$ cat src/rtl/spsc_defs.svh
// Offsets, field positions and timing counts of the strap capture block.
`ifndef SPSC_DEFS_SVH
`define SPSC_DEFS_SVH
// Number of lane groups (port pairs n, n+1 with n = 0, 2, 4, 6).
`define SPSC_NGRP 4
// Straps must stand this many core clock cycles after reset release.
`define SPSC_HOLD_CYC 10
// Capture takes place on this cycle count after release (last stable cycle).
`define SPSC_CAP_CYC 4'h9
// Register byte offsets.
`define SPSC_CLKSEL_OFS 12'h000
`define SPSC_STATUS_OFS 12'h004
`define SPSC_CTRL_OFS 12'h008
// Clock-selection register fields, one byte lane per group.
`define SPSC_X1_BIT 0
`define SPSC_X4_BIT 1
`define SPSC_OVR_BIT 2
// Control register fields.
`define SPSC_SELF_RST_BIT 0
`define SPSC_TEST_MODE_BIT 1
// Status register field positions per byte lane.
`define SPSC_ST_WIDTH_BIT 0
`define SPSC_ST_LPD_BIT 1
`define SPSC_ST_UPD_BIT 2
`define SPSC_ST_PN_BIT 3
`define SPSC_ST_PN1_BIT 4
`define SPSC_ST_DONE_BIT 7
`endif

$ cat src/rtl/spsc_pkg.sv
// Types shared by the strap capture block.
package spsc_pkg;
  // Capture sequencer states.
  typedef enum logic [1:0] {SPSC_WAIT, SPSC_COUNT, SPSC_DONE} spsc_state_e;
  // Captured settings of one lane group.
  typedef struct packed {
    logic width_1x;
    logic lower_pd;
    logic upper_pd;
  } spsc_grp_s;
  typedef logic [3:0] spsc_grp_t;
endpackage

$ cat src/rtl/spsc_grp_if.sv
// Interface carrying one lane group's settings into the power decoder.
`timescale 1ns/10ps
`default_nettype none
interface spsc_grp_if;
  spsc_pkg::spsc_grp_s cfg; // Effective straps after any override.
  logic pd_n; // Port n powered down.
  logic pd_n1; // Port n+1 powered down.
  logic quad; // Group runs as one four-lane port.
  modport src (output cfg, input pd_n, pd_n1, quad);
  modport dec (input cfg, output pd_n, pd_n1, quad);
endinterface
`default_nettype wire

$ cat src/rtl/spsc_pwr_dec.sv
// Power and width decoder for one lane group.
`timescale 1ns/10ps
`default_nettype none
module spsc_pwr_dec (
  spsc_grp_if.dec g
);
  import spsc_pkg::*;
  // Width strap 0 selects one four-lane port.
  assign g.quad = ~g.cfg.width_1x; // RULE_01
  // Lower power-down kills the whole macro, both ports and all four lanes.
  assign g.pd_n = g.cfg.lower_pd; // RULE_04 RULE_05 RULE_06
  // Upper port follows its own strap only while the lower strap allows it.
  assign g.pd_n1 = g.cfg.lower_pd | g.cfg.upper_pd; // RULE_04 RULE_07
endmodule // spsc_pwr_dec
`default_nettype wire

$ cat src/rtl/spsc_top.sv
// Strap capture of serial port width and power-down settings with an AHB-Lite slave.
//
// Overview of operation
// RULE_01: Width strap 0 is quad lane, 1 dual.
// RULE_02: Board holds straps ten cycles after release.
// RULE_03: Straps captured once at release, then ignored.
// RULE_04: Lower power-down 1 powers off both ports.
// RULE_05: Lower 0 powers port n; upper follows strap.
// RULE_06: Lower power-down governs all four macro lanes.
// RULE_07: Upper strap powers port n+1 up or down.
// RULE_08: Quad width needs upper port powered down; not enforced, port n+1 follows the upper power-down value in quad mode too.
// RULE_09: Single-lane field overrides lower power-down value.
// RULE_10: Quad-lane field overrides upper power-down value.
// RULE_11: Strap pins driven only in test mode.
// RULE_12: Release is hard reset or self-reset end.
// RULE_13: Captured values held in registers until reset.
//
// Chosen here: the AHB-Lite register port and the register offsets.
`timescale 1ns/10ps
`default_nettype none
`include "spsc_defs.svh"
module spsc_top (
  input wire logic hclk,
  input wire logic hresetn,
  input wire logic hsel,
  input wire logic [11:0] haddr,
  input wire logic [1:0] htrans,
  input wire logic hwrite,
  input wire logic [2:0] hsize,
  input wire logic [31:0] hwdata,
  input wire logic hready,
  output logic [31:0] hrdata,
  output logic hreadyout,
  output logic hresp,
  input wire logic [3:0] lane_width_strap_i,
  output logic [3:0] lane_width_strap_o,
  output logic [3:0] lane_width_strap_oe,
  input wire logic [3:0] lower_port_powerdown_strap_i,
  output logic [3:0] lower_port_powerdown_strap_o,
  output logic [3:0] lower_port_powerdown_strap_oe,
  input wire logic [3:0] upper_port_powerdown_strap_i,
  output logic [3:0] upper_port_powerdown_strap_o,
  output logic [3:0] upper_port_powerdown_strap_oe,
  output spsc_pkg::spsc_grp_t quad_mode,
  output spsc_pkg::spsc_grp_t port_n_pd,
  output spsc_pkg::spsc_grp_t port_n1_pd,
  output logic cfg_valid
);
  import spsc_pkg::*;

  // Capture sequencer state and its cycle counter.
  spsc_state_e state_r;
  logic [3:0] cnt_r;
  // Captured straps, one set per group.
  logic [3:0] width_r, lpd_r, upd_r;
  // Software overrides held in the clock-selection register.
  logic [3:0] x1_r, x4_r, ovr_r;
  // Self-reset request and test-mode enable from the control register.
  logic self_rst_r, test_mode_r;
  // Registered data phase of the bus.
  logic wr_pend_r;
  logic [11:0] addr_r;
  // Decoded outputs of each group before registering.
  logic [3:0] quad_w, pdn_w, pdn1_w;

  // One field of the clock-selection byte belonging to group g.
  // A select on a call result is not portable, so the field position is an argument.
  function automatic logic clksel_bit(input logic [31:0] d, input int g, input int f);
    clksel_bit = d[g*8 + f];
  endfunction

  // Address decode used by both the write path and the read path.
  function automatic logic [1:0] reg_sel(input logic [11:0] a);
    case (a)
      `SPSC_CLKSEL_OFS: reg_sel = 2'h1;
      `SPSC_STATUS_OFS: reg_sel = 2'h2;
      `SPSC_CTRL_OFS: reg_sel = 2'h3;
      default: reg_sel = 2'h0;
    endcase
  endfunction

  // Sequencer: count out the hold window after hard reset or self-reset, then capture once.
  always_ff @(posedge hclk or negedge hresetn) begin
    if (!hresetn) begin
      state_r <= SPSC_WAIT;
      cnt_r <= 4'h0;
    end else if (self_rst_r) begin
      // Ending a self-reset counts as a fresh release.
      state_r <= SPSC_WAIT; // RULE_12
      cnt_r <= 4'h0;
    end else begin
      case (state_r)
        SPSC_WAIT: begin
          state_r <= SPSC_COUNT;
          cnt_r <= 4'h0;
        end
        SPSC_COUNT: begin
          // Straps are stable for the whole window, so the last cycle is sampled.
          if (cnt_r == `SPSC_CAP_CYC) begin
            state_r <= SPSC_DONE; // RULE_02
          end else begin
            cnt_r <= cnt_r + 4'h1;
          end
        end
        SPSC_DONE: begin
          state_r <= SPSC_DONE;
        end
        default: begin
          state_r <= SPSC_WAIT;
        end
      endcase
    end
  end

  // Strap registers load only at the capture cycle; pin changes later are ignored.
  always_ff @(posedge hclk or negedge hresetn) begin
    if (!hresetn) begin
      width_r <= 4'h0;
      lpd_r <= 4'h0;
      upd_r <= 4'h0;
    end else if (state_r == SPSC_COUNT && cnt_r == `SPSC_CAP_CYC && !self_rst_r) begin
      width_r <= lane_width_strap_i; // RULE_03 RULE_13
      lpd_r <= lower_port_powerdown_strap_i; // RULE_03 RULE_13
      upd_r <= upper_port_powerdown_strap_i; // RULE_03 RULE_13
    end
  end

  // Write data phase of the bus slave; the slave never inserts wait states.
  always_ff @(posedge hclk or negedge hresetn) begin
    if (!hresetn) begin
      wr_pend_r <= 1'b0;
      addr_r <= 12'h000;
    end else if (hready) begin
      wr_pend_r <= hsel & htrans[1] & hwrite;
      addr_r <= haddr;
    end
  end

  // Clock-selection and control registers written by software.
  always_ff @(posedge hclk or negedge hresetn) begin
    if (!hresetn) begin
      x1_r <= 4'h0;
      x4_r <= 4'h0;
      ovr_r <= 4'h0;
      self_rst_r <= 1'b0;
      test_mode_r <= 1'b0;
    end else begin
      // Self-reset request is a one-cycle pulse.
      self_rst_r <= 1'b0;
      if (wr_pend_r && reg_sel(addr_r) == 2'h1) begin
        for (int g = 0; g < `SPSC_NGRP; g++) begin
          x1_r[g] <= clksel_bit(hwdata, g, `SPSC_X1_BIT); // RULE_09
          x4_r[g] <= clksel_bit(hwdata, g, `SPSC_X4_BIT); // RULE_10
          ovr_r[g] <= clksel_bit(hwdata, g, `SPSC_OVR_BIT);
        end
      end
      if (wr_pend_r && reg_sel(addr_r) == 2'h3) begin
        self_rst_r <= hwdata[`SPSC_SELF_RST_BIT];
        test_mode_r <= hwdata[`SPSC_TEST_MODE_BIT];
      end
    end
  end

  // One decoder per group; the override substitutes software values for the two power-down straps.
  generate
    for (genvar g = 0; g < `SPSC_NGRP; g++) begin : g_grp
      spsc_grp_if gi ();
      assign gi.cfg.width_1x = width_r[g];
      assign gi.cfg.lower_pd = ovr_r[g] ? x1_r[g] : lpd_r[g]; // RULE_09
      assign gi.cfg.upper_pd = ovr_r[g] ? x4_r[g] : upd_r[g]; // RULE_10
      spsc_pwr_dec u_dec (
        .g(gi)
      );
      assign quad_w[g] = gi.quad;
      assign pdn_w[g] = gi.pd_n;
      assign pdn1_w[g] = gi.pd_n1;
    end
  endgenerate

  // Outputs held in power-down until capture completes, so no lane wakes on unknown straps.
  always_ff @(posedge hclk or negedge hresetn) begin
    if (!hresetn) begin
      quad_mode <= 4'h0;
      port_n_pd <= 4'hf;
      port_n1_pd <= 4'hf;
      cfg_valid <= 1'b0;
    end else begin
      cfg_valid <= (state_r == SPSC_DONE);
      quad_mode <= (state_r == SPSC_DONE) ? quad_w : 4'h0; // RULE_01
      port_n_pd <= (state_r == SPSC_DONE) ? pdn_w : 4'hf; // RULE_04 RULE_06
      port_n1_pd <= (state_r == SPSC_DONE) ? pdn1_w : 4'hf; // RULE_05 RULE_07
    end
  end

  // Read data: status shows the captured straps and the decoded power state.
  always_ff @(posedge hclk or negedge hresetn) begin
    if (!hresetn) begin
      hrdata <= 32'h0000_0000;
    end else if (hready && hsel && htrans[1] && !hwrite) begin
      hrdata <= 32'h0000_0000;
      for (int g = 0; g < `SPSC_NGRP; g++) begin
        case (reg_sel(haddr))
          2'h1: begin
            hrdata[g*8 + `SPSC_X1_BIT] <= x1_r[g];
            hrdata[g*8 + `SPSC_X4_BIT] <= x4_r[g];
            hrdata[g*8 + `SPSC_OVR_BIT] <= ovr_r[g];
          end
          2'h2: begin
            hrdata[g*8 + `SPSC_ST_WIDTH_BIT] <= width_r[g];
            hrdata[g*8 + `SPSC_ST_LPD_BIT] <= lpd_r[g];
            hrdata[g*8 + `SPSC_ST_UPD_BIT] <= upd_r[g];
            hrdata[g*8 + `SPSC_ST_PN_BIT] <= port_n_pd[g];
            hrdata[g*8 + `SPSC_ST_PN1_BIT] <= port_n1_pd[g];
            hrdata[g*8 + `SPSC_ST_DONE_BIT] <= cfg_valid;
          end
          2'h3: begin
            if (g == 0) begin
              hrdata[`SPSC_TEST_MODE_BIT] <= test_mode_r;
            end
          end
          default: begin
          end
        endcase
      end
    end
  end

  // Zero-wait slave with an always-OKAY response.
  assign hreadyout = 1'b1;
  assign hresp = 1'b0;

  // Strap pins drive the captured values back out only in test mode.
  assign lane_width_strap_o = width_r; // RULE_11
  assign lower_port_powerdown_strap_o = lpd_r; // RULE_11
  assign upper_port_powerdown_strap_o = upd_r; // RULE_11
  assign lane_width_strap_oe = {4{test_mode_r}}; // RULE_11
  assign lower_port_powerdown_strap_oe = {4{test_mode_r}}; // RULE_11
  assign upper_port_powerdown_strap_oe = {4{test_mode_r}}; // RULE_11

  // Captured straps change only on the capture cycle.
  a_strap_hold: assert property (@(posedge hclk) disable iff (!hresetn)
    (state_r == SPSC_DONE && !self_rst_r) |=> $stable(width_r) && $stable(lpd_r) && $stable(upd_r)) // RULE_03
    else $error("captured strap changed after capture");
  // Lower power-down forces both ports down once configured.
  a_lower_pd_both: assert property (@(posedge hclk) disable iff (!hresetn)
    (state_r == SPSC_DONE && pdn_w[0]) |=> (port_n_pd[0] && port_n1_pd[0])) // RULE_04
    else $error("lower power-down did not power off both ports");
  // Upper port follows its strap while the lower port is up.
  a_upper_follow: assert property (@(posedge hclk) disable iff (!hresetn)
    (state_r == SPSC_DONE && !ovr_r[0] && !lpd_r[0]) |=> (port_n1_pd[0] == $past(upd_r[0]))) // RULE_05 RULE_07
    else $error("upper port power does not follow its strap");
  // Width strap 0 gives quad mode.
  a_quad_width: assert property (@(posedge hclk) disable iff (!hresetn)
    (state_r == SPSC_DONE) |=> (quad_mode == ~$past(width_r))) // RULE_01
    else $error("quad mode does not match width strap");
  // Capture completes ten cycles after release.
  // The sampled reset keeps the release edge itself, still in reset, from starting an attempt.
  a_capture_time: assert property (@(posedge hclk) disable iff (!hresetn)
    (hresetn && state_r == SPSC_WAIT && !self_rst_r) |-> ##11 (state_r == SPSC_DONE || $past(self_rst_r))) // RULE_02 RULE_12
    else $error("capture not done ten cycles after release");
  // Pins are driven only in test mode.
  a_test_drive: assert property (@(posedge hclk) disable iff (!hresetn)
    (lane_width_strap_oe != 4'h0) |-> test_mode_r) // RULE_11
    else $error("strap pin driven outside test mode");
  // Single-lane field replaces the lower strap under override.
  a_x1_override: assert property (@(posedge hclk) disable iff (!hresetn)
    (state_r == SPSC_DONE && ovr_r[0]) |=> (port_n_pd[0] == $past(x1_r[0]))) // RULE_09
    else $error("single-lane override not applied");
  // Quad-lane field replaces the upper strap under override.
  a_x4_override: assert property (@(posedge hclk) disable iff (!hresetn)
    (state_r == SPSC_DONE && ovr_r[0] && !x1_r[0]) |=> (port_n1_pd[0] == $past(x4_r[0]))) // RULE_10
    else $error("quad-lane override not applied");
endmodule // spsc_top
`default_nettype wire

$ cat config.mk
export PLATFORM = sky130hd
export DESIGN_NAME = spsc_top
export DESIGN_NICKNAME = d
export VERILOG_FILES = /design/src/rtl/spsc_pkg.sv /design/src/rtl/spsc_grp_if.sv /design/src/rtl/spsc_pwr_dec.sv /design/src/rtl/spsc_top.sv
export VERILOG_INCLUDE_DIRS = /design/src /design/src/rtl
export SDC_FILE = /design/constraint.sdc
export NUM_CORES = 1
export LEC_CHECK = 0
export ABC_AREA = 1
export BUFFER_PORTS_ARGS = -buffer_cell sky130_fd_sc_hd__clkbuf_2
export CAP_MARGIN = 20
export CELL_PAD_IN_SITES_DETAIL_PLACEMENT = 1
export CELL_PAD_IN_SITES_GLOBAL_PLACEMENT = 2
export CORE_MARGIN = 4
export CORE_UTILIZATION = 28
export DETAILED_ROUTE_END_ITERATION = 8
export PLACE_DENSITY = 0.87
export SLEW_MARGIN = 20
export SYNTH_ARGS = -nofsm -noshare
export SYNTH_HDL_FRONTEND = slang
export SYNTH_SLANG_ARGS = --single-unit
$ cat constraint.sdc
create_clock -name hclk -period 1.52 [get_ports hclk]
set_clock_uncertainty 0.1 [all_clocks]
set_input_delay 0.076 -clock hclk [delete_from_list [all_inputs] [get_ports hclk]]
set_output_delay 0.076 -clock hclk [all_outputs]
set_load 0.02 [all_outputs]
-- Word level (Yosys, flattened, before mapping)
Cells that the tools add are included.
- register bits: 82
- memories kept: 0
- memory bits (read-only): 0
- memory bits (writable): 0
- output and inout bits: 71
- logic and storage cells: 88
- latch bits: 0
- input port bits: 66
- shift-type cells: 0
- magnitude comparators: 0
- $mul: 0
- muxes and demuxes: 32
- divide/modulo/power cells: 0
- bitwise gates (word level): 10
- add/sub/neg operators: 1
- reduce and logical (&&, ||, !) cells: 14
- eq/ne operators: 14
- operators by type and width (cell ; number):
    equality test 12 x 3 -> 1 bit (second input constant) ; 2
    equality test 12 x 4 -> 1 bit (second input constant) ; 2
    zero test 12 bit ; 2
    2-to-1 mux 4 bit ; 5
    one-hot mux 2 bit (3 select lines) ; 3
    one-hot mux 3 bit (2 select lines) ; 3
    2-to-1 mux 2 bit ; 7
    2-to-1 mux 1 bit ; 10
    equality test 2 bit (second input constant) ; 4
    one-hot mux 4 bit (2 select lines) ; 1
    logical AND 1 bit ; 7
    equality test 2 x 1 -> 1 bit (second input constant) ; 3
    adder 4 x 1 -> 4 bit (second input constant) ; 1
    equality test 4 bit (second input constant) ; 1
    NOT 1 bit ; 4
    bitwise OR 1 bit ; 4
    one-hot mux 1 bit (2 select lines) ; 2
    != test 3 x 2 -> 1 bit (second input constant) ; 1
    != test 3 bit (second input constant) ; 1
    one-hot mux 1 bit (3 select lines) ; 1
    nonzero test 3 bit ; 1
    bitwise AND 1 bit ; 2
    zero test 1 bit ; 2
    zero test 2 bit ; 1
    AND reduction 2 bit ; 1

-- Logic depth before layout (Yosys ltp)
- depth after elaboration: 6
- mapped depth: 11
- gate-level depth less buffers: 10

-- By module
Synthesis repeated with hierarchy kept, for this count alone.
- cells, all modules: 467
- area total of the unflattened synthesis: 3971.3 µm²
- modules (own cells, without submodules) (module ; area each (µm²) ; instances ; sequential area each (µm²) ; cells each):
    spsc_top ; 3881.2 ; 1 ; 1986.9 ; 447
    spsc_pwr_dec ; 22.5 ; 4 ; 0.0 ; 5

-- Worst setup path before layout
OpenSTA, ideal clock, no wires.
- path type: flip-flop to flip-flop
- start point: register state_r[1]
- end point: register lpd_r[3] (netlist: lower_port_powerdown_strap_o[3])
- arrival: 1.147 ns
- setup time: 0.127 ns
- period minus slack after synthesis: 1.374 ns
- stages on the path, launching flop included: 7
- path slack: 0.146 ns
- path through: dfrtp_1 -> inv_1 -> ha_1 -> nand2_1 -> nor2_4 -> buf_4 -> o21ai_0
- longest elaborated chain between the ends: 3
- ends and longest elaborated chain (item ; RTL line ; text):
    start, declared ; spsc_top.sv:52 ; spsc_state_e state_r;
    start signal, assigned ; spsc_top.sv:85 ; state_r <= SPSC_WAIT;
    start signal, assigned ; spsc_top.sv:89 ; state_r <= SPSC_WAIT;
    start signal, assigned ; spsc_top.sv:94 ; state_r <= SPSC_COUNT;
    equality test 2 x 1 -> 1 bit ; spsc_top.sv:121 ; end else if (state_r == SPSC_COUNT && cnt_r == `SPSC_CAP_CYC && !self_rst_r) begin
    logical AND 1 bit (no source line) ; - ;
    logical AND 1 bit ; spsc_top.sv:121 ;
    end signal, assigned ; spsc_top.sv:123 ; lpd_r <= lower_port_powerdown_strap_i;
    end, declared ; spsc_top.sv:55 ; logic [3:0] width_r, lpd_r, upd_r;
Every way passes these cells.
A chain may end at the register's enable or synchronous reset.

-- Worst setup path in the final report
- start point: register cnt_r[1]
- end point: register cnt_r[2]
- longest elaborated chain between the ends: 4
- elaborated cells on any way between the ends: 7
- ends and longest elaborated chain (item ; RTL line ; text):
    start, declared ; spsc_top.sv:53 ; logic [3:0] cnt_r;
    start signal, assigned ; spsc_top.sv:102 ; cnt_r <= cnt_r + 4'h1;
    adder 4 x 1 -> 4 bit ; spsc_top.sv:102 ;
    2-to-1 mux 4 bit ; spsc_top.sv:99 ; if (cnt_r == `SPSC_CAP_CYC) begin
    one-hot mux 4 bit (2 select lines) ; spsc_top.sv:92 ; case (state_r)
    2-to-1 mux 4 bit ; spsc_top.sv:87 ; end else if (self_rst_r) begin
Several ways; a longest one is shown, not always the timed one. The select of a mux whose other input is x is not followed.

==> results.tsv <==
stage	metric	value	unit
placement	place.gp.congestion	0.798	
worst_setup_path	r2r_start	cnt_r[1]$_DFFE_PN0P_	
global_route	grt_use_total	0.151	
yosys	ys_top_cells_by_area	dfrtp_1 47%, nand2_1 10%, buf_4 6.1%, o21ai_0 5.7%, dfstp_2 5.5%	
worst_setup_path	worstSetupPathType	reg2reg	
die	core	13200	um2
timing	max_freq	684	MHz
yosys	synth_compound_area_frac	0.0861	
yosys	synth_area_per_cell	8.91	um2
power	p_leak	2.66	nW
yosys	async_flop_share	1.00	
worst_setup_path	cp-end-kind	register	
run_status	outcome	completed	
yosys	synthXorXnorAreaFrac	0	
placement	io_buffers	102	
yosys	synth_top_area_share	0.468	
final_layout	fin_cells	748	
worst_setup_path	cp.arrival	1.58	ns
yosys	synth_commonest_cells	106 x nand2_1, 71 x dfrtp_1, 43 x o21ai_0	
drt	totalWireLength	11800	um
drt	ant_nets	0	
flow_run	drv_cap	0	
timing	final-hold-violation-count	0	
yosys	synthSimpleGateAreaFrac	0.221	
timing	fin_crit_sh	0.962	
die	io_pins	137	
worst_setup_path	startpoint	cnt_r[1]$_DFFE_PN0P_	
worst_hold_path	hp-class	in2reg	
drt	first_iter_violations	150	
yosys	syn_inst	426	
final_layout	largest_register	hrdata	
drt	drc	0	
worst_setup_path	reg2reg_slack	0.06	ns
clock_network	cts.sinks	79	
final_layout	drive_gt1_frac	0.316	
final_layout	largest_register_ffs	21	
worst_setup_path	crit_required	1.63	ns
final_layout	area_delta_synth_final	38.6	%
worst_setup_path	cp-start-kind	register	
timing	fin_setup_tns	0	ns
yosys	syn_area	3790	um2
drt	vias	3418	
yosys	synth_fa_ha_area_frac	0.0330	
timing	worst_slack	0.0578	ns
clock_network	clkTransAtPathRegs	0.06	ns
yosys	yosysMostFrequentCell	nand2_1	
timing	min_period	1.46	ns
yosys	ys_types	27	
placement	dp_cells	690	
global_route	grt_pass1_wl	19000	um
timing	setup_viol	0	
yosys	synth_edf_count	0	
global_route	grt_pass1_vias	3768	
worst_setup_path	reg2reg_depth	7	
clock_network	cts_root_buffer	clkbuf_16	
power	p_per_area	1080	nW/um2
yosys	ys.flop_type	dfrtp_1	
clock_network	clock_latency	0.34	ns
yosys	yosysWarningCount	0	
die	die_height	124	um
timing	rsz0062_at_grt	true	
clock_network	numCtsBuffers	9	
global_route	overflow	0	
drt	viasPerCell	4.57	
timing	holdWs	0.0414	ns
final_layout	reg_top3	hrdata (21), addr_r (12)	
power	peakVddDrop	680	uV
clock_network	cts_buffer_depth	2	
worst_setup_path	r2r-end	cnt_r[2]$_DFFE_PN0P_	
yosys	synth_top_family_by_area	simple AND/OR/NAND/NOR gates	
die	die_area	15500	um2
yosys	synth_top_area_cell	dfrtp_1	
global_route	antenna_found_initial	0	
worst_setup_path	cp_max_fo	3	
placement	place_worst_setup_slack	-0.227	ns
yosys	synth-seq-cells	79	
clock_network	cts_tree	built	
die	fp.dieW	124	um
final_layout	fin_nets	643	
timing	slew_viol_final	0	
die	start_util	0.286	
drt	wl_per_cell	15.8	um
drt	drtPass1Iterations	4	
worst_setup_path	crit_end	cnt_r[2]$_DFFE_PN0P_	
yosys	muxShareOfSynthArea	0.0234	
placement	dp_hpwl	8400	um
clock_network	htree_num_levels	3	
power	total_power	5.69	mW
global_route	grt_max_degree	42	
yosys	yosysSeqAreaShare	0.524	
final_layout	diodes	0	
die	rows	42	
report_power, final:
part | internal (mW) | leakage, nW | switching (mW)
registers | 2.20 | 0.912 | 0.0847
logic | 0.397 | 1.58 | 0.519
clock network | 1.61 | 0.166 | 0.879
area by class of cell:
| cell class | instances | area (um2) |
|---|---|---|
| Clock buffer | 9 | 225 |
| Timing Repair Buffer | 163 | 1080 |
| Sequential cell | 79 | 1990 |
| Tap cell | 176 | 220 |
| Inverter | 37 | 143 |
| Fill cell | 1610 | 7990 |
| Multi-Input combinational cell | 277 | 1480 |
| Clock inverter | 7 | 120 |
timing repair:
action,in CTS,in global routing
hold endpoints to repair,110,0
pin swaps,1,3
buffers inserted,1,4
hold buffers,37,0
gates resized for setup,2,19
gates cloned,0,0
setup endpoints to repair,7,33
metrics by stage:
step | cell area [um2] | util
floorplan | 3820 | -
global placement | 4430 | 0.335
detailed placement | 4430 | 0.335
CTS | 5160 | 0.390
global route | 5260 | 0.397
finish | 5260 | 0.397
worst min-delay path by stage:
stage             start                      to  slack (ns)  depth (start not counted)
2_1_floorplan   hresetn   addr_r[0]$_DFFE_PN0P_       -0.32                          0
3_3_place_gp    hresetn  addr_r[11]$_DFFE_PN0P_       -0.15                          1
3_5_place_dp    hresetn  addr_r[11]$_DFFE_PN0P_       -0.14                          1
4_1_cts        haddr[2]   addr_r[2]$_DFFE_PN0P_        0.01                          4
5_1_grt        haddr[2]   addr_r[2]$_DFFE_PN0P_        0.06                          4
6_report       haddr[2]   addr_r[2]$_DFFE_PN0P_        0.04                          4
cells in the final DEF (no fill, tap or decap), types with 10 or more instances in the layout:
| cell type | Yosys | routed |
|---|---|---|
| nor2_1 | 26 | 24 |
| dfrtp_1 | 71 | 70 |
| nand4_1 | 15 | 15 |
| dlygate4sd3_1 | 0 | 37 |
| buf_4 | 31 | 22 |
| inv_1 | 36 | 35 |
| nand3_1 | 29 | 27 |
| conb_1 | 2 | 10 |
| clkbuf_2 | 0 | 101 |
| nand2_1 | 106 | 105 |
| o21ai_0 | 43 | 41 |
metal layers:
layer  vias to the layer above  track usage  routed length [um]
met1                      1661        0.180                5000
met2                        94        0.260                5960
met3                        23       0.0326                 462
li1                       1640            -                   -
met5                         -            0                   0
met4                         0       0.0664                 367
kinds of logic after synthesis:
group / Yosys count
simple gates: 188
mux: 8
flops: 79
other cells: 2
buf+inv: 78
compound gates: 61
fa+ha+maj: 10
worst max-delay path, cell delays in order (launching register included):
cell	delay, ns
dfrtp_1	0.40
buf_4	0.14
ha_2	0.17
or2_2	0.29
nand3_1	0.07
nor2_1	0.04
nand2_1	0.06
o21ai_0	0.07
No activity file was read; power rests on OpenSTA's default activity.
